[src/include/ufeb_pkg.sv]
// Constants and types for the UART flow, error and break block
package ufeb_pkg;
  // Register offsets
  localparam logic [11:0] OFS_RESUME = 12'h007;
  localparam logic [11:0] OFS_PAUSE = 12'h008;
  localparam logic [11:0] OFS_ERROR = 12'h009;
  localparam logic [11:0] OFS_BREAK = 12'h00a;
  // Values after reset
  localparam logic [7:0] RST_RESUME = 8'h11;
  localparam logic [7:0] RST_PAUSE = 8'h13;
  localparam logic [15:0] RST_BREAK = 16'h0000;
  // Error register bit positions
  localparam int BIT_BRK_LIVE = 7;
  localparam int BIT_OVERRUN = 6;
  localparam int BIT_PARITY = 5;
  localparam int BIT_FRAMING = 4;
  localparam int BIT_BRK_SEEN = 3;
  // Flow-control mode field codes
  localparam logic [2:0] MODE_SW_FLOW = 3'h2;
  localparam logic [2:0] MODE_DROP_RX = 3'h3;
  localparam logic [2:0] MODE_DROP_RXTX = 3'h4;
  // Break control values
  localparam logic [15:0] BRK_STOP = 16'h0000;
  localparam logic [15:0] BRK_FOREVER = 16'hffff;
  // Break timing
  localparam int CLK_PERIOD_NS = 50;
  localparam int MS_TIME_NS = 1000000;
  localparam int MS_CYCLES = MS_TIME_NS / CLK_PERIOD_NS;
  // Wide-mode error tag layout
  localparam int TAG_PARITY = 0;
  localparam int TAG_FRAMING = 1;
  localparam int TAG_BREAK = 2;
  typedef enum logic [2:0] {
    BRK_IDLE = 3'h1,
    BRK_WAIT_TX = 3'h2,
    BRK_SEND = 3'h4
  } ufeb_brk_state_t;
endpackage

[src/include/ufeb_brk_if.sv]
// Carrier between register logic and break generator
`timescale 1ns/100ps
interface ufeb_brk_if;
  logic wr;
  logic [15:0] wdata;
  logic tx_busy;
  logic [15:0] count;
  logic active;
  modport ctl(output wr, output wdata, output tx_busy,
              input count, input active);
  modport gen(input wr, input wdata, input tx_busy,
              output count, output active);
endinterface

[src/hw/ufeb_break_gen.sv]
// Millisecond-timed transmit break generator
`timescale 1ns/100ps
module ufeb_break_gen #(
  parameter int MS_CYC = ufeb_pkg::MS_CYCLES
) (
  // Clock and reset
  input wire logic clk_sys,
  input wire logic reset_n,
  // Control from register logic
  ufeb_brk_if.gen brk
);
  import ufeb_pkg::*;
  localparam int PW = $clog2(MS_CYC + 1);
  localparam logic [PW-1:0] PS_LAST = PW'(MS_CYC - 1);

  ufeb_brk_state_t state;
  logic [PW-1:0] prescale;
  logic ms_tick;

  // Timer only runs while the break is on the line, so N ms is exact
  assign ms_tick = (state == BRK_SEND) && (prescale == PS_LAST);
  assign brk.active = (state == BRK_SEND);

  always_ff @(posedge clk_sys or negedge reset_n) begin
    if (!reset_n) begin
      prescale <= '0;
    end else if (brk.wr || state != BRK_SEND || ms_tick) begin
      prescale <= '0;
    end else begin
      prescale <= prescale + PW'(1);
    end
  end

  always_ff @(posedge clk_sys or negedge reset_n) begin
    if (!reset_n) begin
      brk.count <= RST_BREAK;
    end else if (brk.wr) begin
      brk.count <= brk.wdata;
    end else if (ms_tick && brk.count != BRK_FOREVER &&
                 brk.count != BRK_STOP) begin
      brk.count <= brk.count - 16'h0001;
    end
  end

  always_ff @(posedge clk_sys or negedge reset_n) begin
    if (!reset_n) begin
      state <= BRK_IDLE;
    end else if (brk.wr) begin
      // Rewrite during a break keeps the line low, no glitch high
      if (brk.wdata == BRK_STOP) begin
        state <= BRK_IDLE;
      end else if (state != BRK_SEND) begin
        state <= BRK_WAIT_TX;
      end
    end else begin
      case (state)
        BRK_IDLE: state <= BRK_IDLE;
        BRK_WAIT_TX: begin
          if (!brk.tx_busy) begin
            state <= BRK_SEND;
          end
        end
        BRK_SEND: begin
          if (brk.count == BRK_STOP) begin
            state <= BRK_IDLE;
          end
        end
        default: state <= BRK_IDLE;
      endcase
    end
  end
endmodule

[src/hw/ufeb_top.sv]
// Flow characters, error status and transmit break for the UART
// Summary of operation
// - Resume character restarts transmit in software flow
// - Pause character halts transmit in software flow
// - Compare low eight bits, ninth bit zero
// - Multidrop: resume register is unicast address
// - Multidrop: pause register is multicast address
// - Error register accumulates, read clears sticky flags
// - Bit 7 shows live receive break
// - Bit 6 overrun when FIFO full
// - Bit 5 parity error, clear on read
// - Bit 4 framing error, clear on read
// - Bit 3 sticky break until read
// - Wide mode tags errors per byte
// - All ones gives continuous break
// - Value N gives N ms break countdown
// - Zero ends any break
// - Any break write restarts with new value
// - Finish current character before break
// - Break starts within one millisecond
// - Release within two characters after zero
// - Software flow active in mode 010
`timescale 1ns/100ps
module ufeb_top #(
  parameter int MS_CYC = ufeb_pkg::MS_CYCLES
) (
  // Clock and reset
  input wire logic clk_sys,
  input wire logic reset_n,
  // Register port
  input wire logic reg_wr,
  input wire logic reg_rd,
  input wire logic [11:0] reg_addr,
  input wire logic [15:0] reg_wdata,
  output logic [15:0] reg_rdata,
  // Line configuration
  input wire logic [2:0] flow_mode,
  input wire logic wide_mode,
  // Receiver events
  input wire logic rx_valid,
  input wire logic [8:0] rx_char,
  input wire logic rx_parity_err,
  input wire logic rx_frame_err,
  input wire logic rx_fifo_full,
  input wire logic rx_break_live,
  // Transmitter
  input wire logic tx_busy,
  input wire logic tx_serial,
  output logic tx_pin,
  output logic tx_halt,
  // Address match
  output logic uni_match,
  output logic multi_match,
  // Wide-mode receive stream
  output logic rx_out_valid,
  output logic [8:0] rx_out_char,
  output logic [2:0] rx_out_err
);
  import ufeb_pkg::*;

  logic [7:0] resume_char;
  logic [7:0] pause_char;
  logic err_overrun;
  logic err_parity;
  logic err_framing;
  logic err_break;
  logic sw_flow;
  logic drop_mode;
  logic err_read;
  logic hit_resume;
  logic hit_pause;
  logic ev_overrun;
  logic [15:0] err_word;
  logic [15:0] next_rdata;

  ufeb_brk_if brk ();

  // Data character matches only with ninth bit clear
  function automatic logic f_data_hit(input logic [8:0] ch,
                                      input logic [7:0] ref_ch);
    f_data_hit = !ch[8] && (ch[7:0] == ref_ch);
  endfunction

  function automatic logic f_addr_hit(input logic [8:0] ch,
                                      input logic [7:0] ref_ch);
    f_addr_hit = ch[8] && (ch[7:0] == ref_ch);
  endfunction

  function automatic logic f_sel(input logic [11:0] a,
                                 input logic [11:0] ofs);
    f_sel = (a == ofs);
  endfunction

  assign sw_flow = (flow_mode == MODE_SW_FLOW);
  assign drop_mode = (flow_mode == MODE_DROP_RX) ||
                     (flow_mode == MODE_DROP_RXTX);
  assign err_read = reg_rd && f_sel(reg_addr, OFS_ERROR);
  assign hit_resume = rx_valid && f_data_hit(rx_char, resume_char);
  assign hit_pause = rx_valid && f_data_hit(rx_char, pause_char);
  assign ev_overrun = rx_valid && rx_fifo_full;

  assign brk.wr = reg_wr && f_sel(reg_addr, OFS_BREAK);
  assign brk.wdata = reg_wdata;
  assign brk.tx_busy = tx_busy;

  ufeb_break_gen #(
    .MS_CYC(MS_CYC)
  ) u_break (
    .clk_sys(clk_sys),
    .reset_n(reset_n),
    .brk(brk.gen)
  );

  // Character registers, only the low byte is stored
  always_ff @(posedge clk_sys or negedge reset_n) begin
    if (!reset_n) begin
      resume_char <= RST_RESUME;
      pause_char <= RST_PAUSE;
    end else if (reg_wr) begin
      if (f_sel(reg_addr, OFS_RESUME)) begin
        resume_char <= reg_wdata[7:0];
      end
      if (f_sel(reg_addr, OFS_PAUSE)) begin
        pause_char <= reg_wdata[7:0];
      end
    end
  end

  // Sticky error flags: an event in the read cycle survives the clear
  always_ff @(posedge clk_sys or negedge reset_n) begin
    if (!reset_n) begin
      err_overrun <= 1'b0;
      err_parity <= 1'b0;
      err_framing <= 1'b0;
      err_break <= 1'b0;
    end else begin
      err_overrun <= ev_overrun ||
                     (err_overrun && !err_read);
      err_parity <= (rx_valid && rx_parity_err) ||
                    (err_parity && !err_read);
      err_framing <= (rx_valid && rx_frame_err) ||
                     (err_framing && !err_read);
      err_break <= rx_break_live ||
                   (err_break && !err_read);
    end
  end

  always_comb begin
    err_word = 16'h0000;
    err_word[BIT_BRK_LIVE] = rx_break_live;
    err_word[BIT_OVERRUN] = err_overrun;
    err_word[BIT_PARITY] = err_parity;
    err_word[BIT_FRAMING] = err_framing;
    err_word[BIT_BRK_SEEN] = err_break;
  end

  always_comb begin
    next_rdata = 16'h0000;
    case (reg_addr)
      OFS_RESUME: next_rdata = {8'h00, resume_char};
      OFS_PAUSE: next_rdata = {8'h00, pause_char};
      OFS_ERROR: next_rdata = err_word;
      OFS_BREAK: next_rdata = brk.count;
      default: next_rdata = 16'h0000;
    endcase
  end

  // Read data held until the next read
  always_ff @(posedge clk_sys or negedge reset_n) begin
    if (!reset_n) begin
      reg_rdata <= 16'h0000;
    end else if (reg_rd) begin
      reg_rdata <= next_rdata;
    end
  end

  // Pause wins if both characters are equal
  always_ff @(posedge clk_sys or negedge reset_n) begin
    if (!reset_n) begin
      tx_halt <= 1'b0;
    end else if (!sw_flow) begin
      tx_halt <= 1'b0;
    end else if (hit_pause) begin
      tx_halt <= 1'b1;
    end else if (hit_resume) begin
      tx_halt <= 1'b0;
    end
  end

  always_ff @(posedge clk_sys or negedge reset_n) begin
    if (!reset_n) begin
      uni_match <= 1'b0;
      multi_match <= 1'b0;
    end else begin
      uni_match <= drop_mode && rx_valid &&
                   f_addr_hit(rx_char, resume_char);
      multi_match <= drop_mode && rx_valid &&
                     f_addr_hit(rx_char, pause_char);
    end
  end

  // Tags are zero outside wide mode so downstream can ignore them
  always_ff @(posedge clk_sys or negedge reset_n) begin
    if (!reset_n) begin
      rx_out_valid <= 1'b0;
      rx_out_char <= 9'h000;
      rx_out_err <= 3'h0;
    end else begin
      rx_out_valid <= rx_valid;
      if (rx_valid) begin
        rx_out_char <= rx_char;
        rx_out_err <= 3'h0;
        if (wide_mode) begin
          rx_out_err[TAG_PARITY] <= rx_parity_err;
          rx_out_err[TAG_FRAMING] <= rx_frame_err;
          rx_out_err[TAG_BREAK] <= rx_break_live;
        end
      end
    end
  end

  // Idle-high line forced low during break
  always_ff @(posedge clk_sys or negedge reset_n) begin
    if (!reset_n) begin
      tx_pin <= 1'b1;
    end else begin
      tx_pin <= tx_serial && !brk.active;
    end
  end
endmodule

[config.mk]
export PLATFORM = sky130hd
export DESIGN_NAME = ufeb_top
export DESIGN_NICKNAME = d
export VERILOG_FILES = /design/src/include/ufeb_pkg.sv /design/src/include/ufeb_brk_if.sv /design/src/hw/ufeb_break_gen.sv /design/src/hw/ufeb_top.sv
export SDC_FILE = /design/constraint.sdc
export NUM_CORES = 1
export LEC_CHECK = 0
export ABC_AREA = 0
export BUFFER_PORTS_ARGS = -buffer_cell sky130_fd_sc_hd__buf_2
export CAP_MARGIN = 20
export CORE_MARGIN = 1.5
export CORE_UTILIZATION = 40
export CTS_BUF_LIST = sky130_fd_sc_hd__clkbuf_8
export DETAILED_ROUTE_END_ITERATION = 12
export GPL_ROUTABILITY_DRIVEN = 0
export PLACE_DENSITY = 0.73
export SYNTH_ARGS = -nofsm -noshare
export SYNTH_HDL_FRONTEND = slang
export SYNTH_SLANG_ARGS = --single-unit
[constraint.sdc]
create_clock -name clk_sys -period 2.35 [get_ports clk_sys]
set_input_delay 0 -clock clk_sys [delete_from_list [all_inputs] [get_ports clk_sys]]
set_output_delay 0 -clock clk_sys [all_outputs]
set_load 0.05 [all_outputs]
==> results.txt, run 1 <==
std cell rows -> 37
relative slew slack -> 0.5963
Worst Hold Class -> input port to flop
Initial Util -> 0.4162
crit-path cells -> ha_1, and4_1, nand2_1, a2111oi_4, buf_4, nand3_1, xor2_1, a21oi_1
most frequent cell after synthesis -> dfrtp_1
Synth area leaders -> dfrtp_1, xor2_1, nor2_1
Peak VDD IR -> 0.2529 mV
H-tree levels -> 3
arrival time at the worst endpoint -> 2.42 ns
Hold Slack -> 0.1882 ns
CTS tree -> yes
slowest CP cell -> dfrtp_1
DR vias -> 3,593
grt ovf -> 0
Core Area -> 0.01046 sq mm
Critical Path RT -> 2.64 ns
Power Dens Cells -> 546.6 mW/mm^2
largest net degree at the start of global routing -> 79
FMAX -> 0.4686 GHz
top cell type's share of synthesized area -> 0.4598
Seq pwr share -> 0.506
Final Non-Filler Cells -> 679
Die Y -> 107.3 um
Min-Delay Path Depth -> 6
syn_nets -> 466
dominant cell type by area after synthesis -> dfrtp_1
via/cell ratio -> 5.292
Leak Pwr -> 2.501 nW
full die area -> 0.01152 sq mm
worst r2r src -> u_break.prescale[0]
Clock Path Buffers -> 2
Worst Path Max Fanout -> 7
reg2reg path depth -> 8
hold endpoint -> u_break.brk.count[1]
post-placement cell count -> 624
Final ANT Viol Nets -> 0
R2R Setup Slk -> 0.22 ns
Clk pwr share -> 0.380
first-pass GRT wire length -> 17.22 mm
Syn Inst Count -> 411
storage element area -> 0.002186 sq mm
IO buf count -> 84
Setup TNS -> 0 ns
vias in the first global route -> 3,611
Post CTS Setup Buffer Count -> 0
layout cell share with drive strength beyond 1 -> 0.2726
Startpoint Class -> flop
Post-synth top flop -> dfrtp_1
most frequent cells after synthesis -> dfrtp_1, nor2_1, xor2_1, nand2_1, a21oi_1
reg2reg end -> u_break.brk.count[5]
Sw Pwr -> 764.6 uW
router iterations before antenna repair -> 4
worst-margin pin slew -> 0.6038 ns
Die X -> 107.3 um
area grow syn2layout -> 27.93%
DPL Wire Length -> 7.629 mm
Distinct cells, synth -> 45
crit path capture type -> flop
DRC Markers -> 0
routed wire length -> 10.50 mm
syn_area_per_cell -> 10.59 sq um
Syn. warnings -> 0
number of fill cells -> 900
ant diodes -> 0
Hold Fails Final Rpt -> 0
setup-violating endpoint count in the final report -> 0
iteration-0 DRC count of the detailed router -> 182
worst-skew pair later-pin latency -> 0.37 ns
Syn Std Cell Area -> 0.004354 sq mm
Worst-path clk slew -> 0.08 ns
Clock Skew -> 0.008832 ns
Max Cap Violations -> 0
status -> finished clean
synthesized flop and latch total -> 87
critical path's largest stage delay -> 0.39 ns
CTS Sinks -> 87
Hold Startpoint -> reg_wr
Total Power -> 3.045 mW
antenna violations before repair -> 0
GRT Overall Usage -> 0.1926
total CTS buffers -> 9
Worst Setup Path Type -> flop to flop
sequential-to-total area share from yosys stat -> 0.5020
Root Buffer -> clkbuf_8
total internal power -> 2.280 mW
Sw Share -> 0.2511
per-cell routed wire length -> 15.46 um
num ports -> 85
number of synthesized flops with an enable pin -> 0
combinational fraction of design power -> 0.114
area of the multi-input gates -> 0.002049 sq mm
Async S/R FF share, synth -> 1.000
Final nets -> 593
final worst path period share -> 0.9080
RSZ-0062 raised after global routing -> no
Max Slew Vio Count -> 0
Tmin final -> 2.134 ns
routing by layer:
metal | global-route usage | up-vias | wire [um]
li1 | - | 1723 | -
met2 | 0.3194 | 125 | 5036
met4 | 0.08553 | 0 | 313
met1 | 0.2464 | 1716 | 4639
met5 | 0 | - | 0
met3 | 0.03390 | 29 | 510
worst max-delay path by stage:
| stage | startpoint | to |
|---|---|---|
| 6_report | u_break.prescale[0] | u_break.brk.count[5] |
| 5_1_grt | u_break.prescale[0] | u_break.brk.count[5] |
| 3_3_place_gp | u_break.prescale[0] | u_break.brk.count[5] |
| 3_5_place_dp | u_break.prescale[0] | u_break.brk.count[5] |
| 4_1_cts | u_break.prescale[0] | u_break.brk.count[5] |
| 2_1_floorplan | u_break.prescale[0] | u_break.brk.count[3] |
worst max-delay path, delay by kind of cell, from the launching register on:
kind	cells	cell delay, ns
XOR/XNOR	1	0.15
AO/OA/AOI/OAI	2	0.52
AND/OR/NAND/NOR	3	0.55
buffers and inverters	1	0.22
flip-flops	1	0.39
adder cells (fa/ha/maj)	1	0.22
area by class of cell:
class | count | share of cell area
clock buffer | 10 | 0.02471
multi-input combinational | 296 | 0.3679
sequential | 87 | 0.3924
tap | 136 | 0.03055
clock inverter | 6 | 0.01527
inverter | 11 | 0.007412
timing repair buffer | 133 | 0.1617
registers in the layout, indices dropped and copies added (netlist names):
register	flops
u_break.brk.count	16
reg_rdata	16
err_overrun	1
multi_match	1
pause_char	8
resume_char	8
err_framing	1
u_break.prescale	15
rx_out_char	9
err_break	1
u_break.state	3
rx_out_valid	1
err_parity	1
tx_pin	1
tx_halt	1
rx_out_err	3
uni_match	1
cell families after synthesis:
family | after synthesis | synth area share
xor+xnor | 43 | 0.08649
fa+ha+maj | 3 | 0.008622
compound gates | 60 | 0.09828
mux | 34 | 0.09224
simple gates | 156 | 0.1822
flops | 87 | 0.5020
buf+inv | 28 | 0.03017
stage by stage:
stage / setup WS [ns] / area (sq um) / util
after global placement: 0.2810 / 4945 / 0.4726
after detailed placement: 0.2324 / 4945 / 0.4726
final: 0.2161 / 5570 / 0.5324
after floorplan: 0.3532 / 4354 / -
after global routing: 0.04089 / 5570 / 0.5324
after CTS: 0.1983 / 5558 / 0.5312
power groups by stage:
stage	clock [mW]	sequential (mW)	combinational, mW
floorplan	0	1.66	0.0699
global placement	0	1.57	0.294
detailed placement	0	1.57	0.299
CTS	1.19	1.54	0.350
global route	1.24	1.54	0.375
finish	1.16	1.54	0.348
what timing repair did:
item	4_1_cts	5_1_grt
hold endpoints to repair	138	0
endpoints found under the setup margin	0	1
gates resized for setup	0	1
hold buffers	39	0
layout by cell type (no fill, tap or decap), drive strengths merged, types with 7 or more instances in the layout:
cell type,instances
a21oi,22
a22o,16
buf,94
clkbuf,10
dfrtp,80
dfstp,7
dlygate4sd3,39
inv,12
mux2,25
mux2i,9
nand2,28
nand3,12
nand4,11
nor2,51
nor4,21
o21ai,9
xnor2,8
xor2,35
Note: power is estimated with default switching activity, not from simulation.
==> inputs of run 2 (changes only) <==
--- a/config.mk
+++ b/config.mk
@@ -8,12 +8,13 @@
 export ABC_AREA = 0
 export BUFFER_PORTS_ARGS = -buffer_cell sky130_fd_sc_hd__buf_2
 export CAP_MARGIN = 20
+export CORE_ASPECT_RATIO = 0.9
 export CORE_MARGIN = 1.5
 export CORE_UTILIZATION = 40
 export CTS_BUF_LIST = sky130_fd_sc_hd__clkbuf_8
 export DETAILED_ROUTE_END_ITERATION = 12
 export GPL_ROUTABILITY_DRIVEN = 0
-export PLACE_DENSITY = 0.73
+export SLEW_MARGIN = 25
 export SYNTH_ARGS = -nofsm -noshare
 export SYNTH_HDL_FRONTEND = slang
 export SYNTH_SLANG_ARGS = --single-unit
==> results.txt, run 2 (synthesis gave the netlist of run 1 again) <==
Root Buffer -> clkbuf_8 (unchanged)
Seq pwr share -> 0.508 (was 0.506)
reg2reg path depth -> 8 (unchanged)
Final ANT Viol Nets -> 0 (unchanged)
grt ovf -> 0 (unchanged)
Worst Setup Path Type -> flop to flop (unchanged)
largest net degree at the start of global routing -> 50 (was 79)
layout cell share with drive strength beyond 1 -> 0.2744 (was 0.2726)
area grow syn2layout -> 27.64% (was 27.93%)
Die X -> 113.0 um (was 107.3 um)
Min-Delay Path Depth -> 5 (was 6)
GRT Overall Usage -> 0.1907 (was 0.1926)
Power Dens Cells -> 545.7 mW/mm^2 (was 546.6 mW/mm^2)
combinational fraction of design power -> 0.114 (about the same)
CTS tree -> yes (unchanged)
most frequent cells in the layout -> buf_2, dfrtp_1, nor2_1 (unchanged)
std cell rows -> 35 (was 37)
total internal power -> 2.273 mW (was 2.280 mW)
Critical Path RT -> 2.64 ns (about the same)
Peak VDD IR -> 0.2786 mV (was 0.2529 mV)
worst-skew pair later-pin latency -> 0.37 ns (about the same)
pre-CTS setup slack -> 0.1575 ns (was 0.2324 ns)
post-placement cell count -> 618 (was 624)
Post CTS Setup Buffer Count -> 0 (unchanged)
leading cell type in the layout, fill and taps excluded -> buf_2 (unchanged)
relative slew slack -> 0.5834 (was 0.5963)
total CTS buffers -> 9 (unchanged)
Clk pwr share -> 0.379 (was 0.380)
DRC Markers -> 0 (unchanged)
Sw Pwr -> 760.2 uW (was 764.6 uW)
crit path capture type -> flop (unchanged)
DR vias -> 3,534 (was 3,593)
arrival time at the worst endpoint -> 2.45 ns (was 2.42 ns)
Initial Util -> 0.4178 (was 0.4162)
ant diodes -> 0 (unchanged)
reg2reg end -> u_break.brk.count[5] (unchanged)
hold endpoint -> uni_match (was u_break.brk.count[1])
DPL Wire Length -> 7.481 mm (was 7.629 mm)
full die area -> 0.01152 sq mm (about the same)
antenna violations before repair -> 0 (unchanged)
Clock Skew -> 0.01363 ns (was 0.008832 ns)
Worst Hold Class -> input port to flop (unchanged)
worst-margin pin slew -> 0.6249 ns (was 0.6038 ns)
Max Cap Violations -> 0 (unchanged)
final worst path period share -> 0.9213 (was 0.9080)
Tmin final -> 2.165 ns (was 2.134 ns)
router iterations before antenna repair -> 4 (unchanged)
per-cell routed wire length -> 15.41 um (was 15.46 um)
Max Slew Vio Count -> 0 (unchanged)
Final nets -> 593 (unchanged)
setup-violating endpoint count in the final report -> 0 (unchanged)
IO buf count -> 84 (unchanged)
Worst Path Max Fanout -> 7 (unchanged)
Worst-path clk slew -> 0.09 ns (was 0.08 ns)
R2R Setup Slk -> 0.18 ns (was 0.22 ns)
status -> finished clean (unchanged)
Die Y -> 102.0 um (was 107.3 um)
Startpoint Class -> flop (unchanged)
Largest regs -> reg_rdata x16, u_break.brk.count x16, u_break.prescale x15 (unchanged)
Final Non-Filler Cells -> 672 (was 679)
FMAX -> 0.4619 GHz (was 0.4686 GHz)
Hold Startpoint -> flow_mode[0] (was reg_wr)
CTS Sinks -> 87 (unchanged)
routed wire length -> 10.36 mm (was 10.50 mm)
Clock Path Buffers -> 2 (unchanged)
setup slack after layout -> 0.1850 ns (was 0.2161 ns)
Sw Share -> 0.2506 (was 0.2511)
via/cell ratio -> 5.259 (was 5.292)
worst r2r src -> u_break.prescale[0] (unchanged)
vias in the first global route -> 3,515 (was 3,611)
Leak Pwr -> 2.509 nW (was 2.501 nW)
iteration-0 DRC count of the detailed router -> 119 (was 182)
first-pass GRT wire length -> 17.29 mm (was 17.22 mm)
H-tree levels -> 3 (unchanged)
Core Area -> 0.01042 sq mm (was 0.01046 sq mm)
Hold Fails Final Rpt -> 0 (unchanged)
num ports -> 85 (unchanged)
[run 2: cell types whose count changed in the layout (fill, tap and decap cells not counted), sizes merged]
cell and change:
buf +1, clkinvlp -1, dlygate4sd3 -1, inv +1
[run 2: layout make-up]
| cell class | instances | area [sq um] |
|---|---|---|
| Clock inverter | 6 | 77.57 |
| Multi-Input combinational cell | 296 | 2056 |
| Inverter | 11 | 41.29 |
| Clock buffer | 10 | 137.6 |
| Timing Repair Buffer | 133 | 898.4 |
| Tap cell | 129 | 161.4 |
| Sequential cell | 87 | 2186 |
| Fill cell | 946 | 4865 |
[run 2: stage by stage]
step	power (mW)	utilization	cell area [sq um]	setup TNS, ns	hold slack [ns]
floorplan	1.727	-	4354	0	-0.2956
global placement	1.865	0.4743	4943	0	0.06993
detailed placement	1.868	0.4743	4943	0	0.06610
CTS	3.072	0.5315	5539	0	0.02950
global route	3.152	0.5333	5558	-0.01066	0.09840
finish	3.033	0.5333	5558	0	0.05574
[run 2: how the worst max path moves through the flow]
stage	slack, ns	end	start	cells after the start
after floorplan	0.35	u_break.brk.count[3]	u_break.prescale[0]	8
after global placement	0.24	u_break.brk.count[5]	u_break.prescale[0]	8
after detailed placement	0.16	u_break.brk.count[5]	u_break.prescale[0]	8
after CTS	0.14	u_break.brk.count[5]	u_break.prescale[0]	8
after global routing	-0.01	u_break.brk.count[5]	u_break.prescale[0]	8
final	0.18	u_break.brk.count[5]	u_break.prescale[0]	8
[run 2: metal layers]
layer / wire, um / up-vias / GRT usage
met5: 0 / - / 0
met4: 121 / 0 / 0.05577
met3: 557 / 10 / 0.04093
met2: 4658 / 90 / 0.3049
met1: 5018 / 1708 / 0.2648
li1: - / 1726 / -
[run 2: timing repair]
item                       in CTS  in global routing
setup endpoints to repair       0                  7
gates resized for setup         0                  2
hold buffers                   38                  0
hold endpoints to repair      101                  0
[run 2: power groups by stage]
stage,registers (mW),logic [mW],clock network [mW]
after floorplan,1.66,0.0699,0
after global placement,1.57,0.298,0
after detailed placement,1.57,0.300,0
after CTS,1.54,0.348,1.18
after global routing,1.54,0.372,1.24
final,1.54,0.345,1.15
[run 2: worst max-delay path, cell delays in order (launching register included)]
cell and delay [ns]:
dfrtp_1 0.38, ha_1 0.21, and4_1 0.30, nand2_1 0.18, a2111oi_4 0.40, buf_4 0.22, nand3_1 0.09, xor2_1 0.16
a21oi_1 0.16
==> inputs of run 3 (changes only) <==
==> constraint.sdc (replaced) <==
create_clock -name clk_sys -period 2.25 [get_ports clk_sys]
set_input_delay 0 -clock clk_sys [delete_from_list [all_inputs] [get_ports clk_sys]]
set_output_delay 0 -clock clk_sys [all_outputs]
set_load 0.05 [all_outputs]
==> results.txt, run 3 (synthesis gave the netlist of run 1 again) <==
Die X -> 113.0 um (unchanged)
Worst Path Max Fanout -> 3 (was 7)
DPL Wire Length -> 7.717 mm (was 7.481 mm)
Seq pwr share -> 0.493 (was 0.508)
R2R Setup Slk -> 0.14 ns (was 0.18 ns)
Max Slew Vio Count -> 0 (unchanged)
status -> finished clean (unchanged)
iteration-0 DRC count of the detailed router -> 145 (was 119)
Sw Pwr -> 801.5 uW (was 760.2 uW)
per-cell routed wire length -> 15.71 um (was 15.41 um)
num ports -> 85 (unchanged)
Top delay family on crit path -> simple AND/OR/NAND/NOR gates (unchanged)
worst-skew pair later-pin latency -> 0.37 ns (about the same)
reg2reg end -> tx_halt (was u_break.brk.count[5])
Worst Path Buf+Inv -> 1 (unchanged)
Final ANT Viol Nets -> 0 (unchanged)
Critical Path RT -> 2.50 ns (was 2.64 ns)
worst r2r src -> resume_char[2] (was u_break.prescale[0])
Tmin final -> 2.114 ns (was 2.165 ns)
relative slew slack -> 0.5856 (was 0.5834)
std cell rows -> 35 (unchanged)
full die area -> 0.01152 sq mm (unchanged)
GRT busiest layer -> met2 (unchanged)
DR vias -> 3,516 (was 3,534)
DRC Markers -> 0 (unchanged)
Worst Setup SP -> resume_char[2] (was u_break.prescale[0])
H-tree levels -> 3 (unchanged)
Hold Slack -> 0.04827 ns (was 0.05574 ns)
Initial Util -> 0.4178 (unchanged)
Sw Share -> 0.2456 (was 0.2506)
Critical Path Sink -> tx_halt (was u_break.brk.count[5])
critical path's largest stage delay -> 0.54 ns (was 0.40 ns)
grt ovf -> 0 (unchanged)
Clock Skew -> 0.01340 ns (was 0.01363 ns)
total CTS buffers -> 9 (unchanged)
cell area after placement -> 0.004951 sq mm (was 0.004943 sq mm)
reg2reg path depth -> 7 (was 8)
Clock Path Buffers -> 2 (unchanged)
CP most frequent cell -> o21ai_0
CTS tree -> yes (unchanged)
Post-Layout Inst Area -> 0.005618 sq mm (was 0.005558 sq mm)
setup-violating endpoint count in the final report -> 0 (unchanged)
Startpoint Class -> flop (unchanged)
CTS Sinks -> 87 (unchanged)
final worst path period share -> 0.9394 (was 0.9213)
Final Non-Filler Cells -> 675 (was 672)
Hold Fails Final Rpt -> 0 (unchanged)
Clk pwr share -> 0.396 (was 0.379)
ant diodes -> 0 (unchanged)
Global Route met1 Usage -> 0.2661 (was 0.2648)
met3 Use GR -> 0.03974 (was 0.04093)
most frequent cells in the layout -> buf_2, dfrtp_1, nor2_1 (unchanged)
Peak VDD IR -> 0.3453 mV (was 0.2786 mV)
GRT met2 Usage -> 0.3077 (was 0.3049)
critical path depth -> 7 (was 8)
pre-CTS setup slack -> 0.1743 ns (was 0.1575 ns)
post-placement cell count -> 619 (was 618)
leading cell type in the layout, fill and taps excluded -> buf_2 (unchanged)
FMAX -> 0.4731 GHz (was 0.4619 GHz)
slowest CP cell -> dlygate4sd3_1 (was a2111oi_4)
Setup TNS -> 0 ns (unchanged)
Leak Pwr -> 2.527 nW (was 2.509 nW)
Final nets -> 596 (was 593)
combinational fraction of design power -> 0.112 (was 0.114)
Die Y -> 102.0 um (unchanged)
routed wire length -> 10.61 mm (was 10.36 mm)
antenna violations before repair -> 0 (unchanged)
GRT Overall Usage -> 0.1931 (was 0.1907)
setup slack after layout -> 0.1363 ns (was 0.1850 ns)
Root Buffer -> clkbuf_8 (unchanged)
arrival time at the worst endpoint -> 2.37 ns (was 2.45 ns)
Largest regs -> reg_rdata x16, u_break.brk.count x16, u_break.prescale x15 (unchanged)
first-pass GRT wire length -> 17.37 mm (was 17.29 mm)
worst-margin pin slew -> 0.6216 ns (was 0.6249 ns)
crit-path cells -> xor2_1, nor4_1, nand2_1, o21ai_0, o21ai_0, and3_1, dlygate4sd3_1 (was ha_1, and4_1, nand2_1, a2111oi_4, buf_4, nand3_1, xor2_1, a21oi_1)
Power Dens Cells -> 580.8 mW/mm^2 (was 545.7 mW/mm^2)
crit path capture type -> flop (unchanged)
Worst Setup Path Type -> flop to flop (unchanged)
IO buf count -> 84 (unchanged)
Worst Hold Class -> input port to flop (unchanged)
total internal power -> 2.462 mW (was 2.273 mW)
number of fill cells -> 927 (was 946)
Core Area -> 0.01042 sq mm (unchanged)
via/cell ratio -> 5.209 (was 5.259)
Worst-path clk slew -> 0.08 ns (was 0.09 ns)
Max Cap Violations -> 0 (unchanged)
router iterations before antenna repair -> 4 (unchanged)
area grow syn2layout -> 29.02% (was 27.64%)
vias in the first global route -> 3,510 (was 3,515)
layout cell share with drive strength beyond 1 -> 0.2857 (was 0.2744)
largest net degree at the start of global routing -> 49 (was 50)
run 3: how the worst min path moves through the flow:
stage	start	endpoint	cells past startpoint
2_1_floorplan	reset_n	err_break	0
3_3_place_gp	reset_n	rx_out_char[7]	1
3_5_place_dp	reset_n	rx_out_char[1]	1
4_1_cts	flow_mode[0]	uni_match	5
5_1_grt	flow_mode[0]	uni_match	5
6_report	flow_mode[0]	multi_match	5
run 3: cell type report:
type | instances | area [sq um] | share of cell area
timing repair buffer | 136 | 923.4 | 0.1644
clock buffer | 9 | 123.9 | 0.02205
multi-input combinational | 296 | 2068 | 0.3682
tap | 129 | 161.4 | 0.02873
inverter | 11 | 41.29 | 0.007350
clock inverter | 7 | 112.6 | 0.02004
sequential | 87 | 2187 | 0.3893
run 3: through the flow:
step | util | power (mW)
finish | 0.5390 | 3.263
detailed placement | 0.4750 | 1.952
CTS | 0.5352 | 3.295
global placement | 0.4750 | 1.948
floorplan | - | 1.804
global route | 0.5390 | 3.389
run 3: repair_timing:
| item | CTS | global route |
|---|---|---|
| hold buffers | 39 | 0 |
| hold endpoints to repair | 99 | 0 |
| setup endpoints to repair | 0 | 14 |
| resized for setup | 0 | 6 |
| buffers inserted | 0 | 1 |
run 3: worst register-to-register path, stage by stage (launching register included):
cell and delay, ns:
dfrtp_1 0.41, xor2_1 0.18, nor4_1 0.32, nand2_1 0.13, o21ai_0 0.16, o21ai_0 0.10
and3_1 0.16, dlygate4sd3_1 0.54
run 3: power groups by stage:
stage          clock network, mW  registers [mW]  logic, mW
6_report                    1.29            1.61      0.365
4_1_cts                     1.32            1.61      0.366
3_5_place_dp                   0            1.64      0.314
2_1_floorplan                  0            1.73     0.0730
5_1_grt                     1.38            1.61      0.395
3_3_place_gp                   0            1.64      0.311
run 3: per-layer routing:
metal,up-vias,routed length (um)
met5,-,0
li1,1731,-
met2,90,4765
met3,11,659
met4,0,135
met1,1684,5044
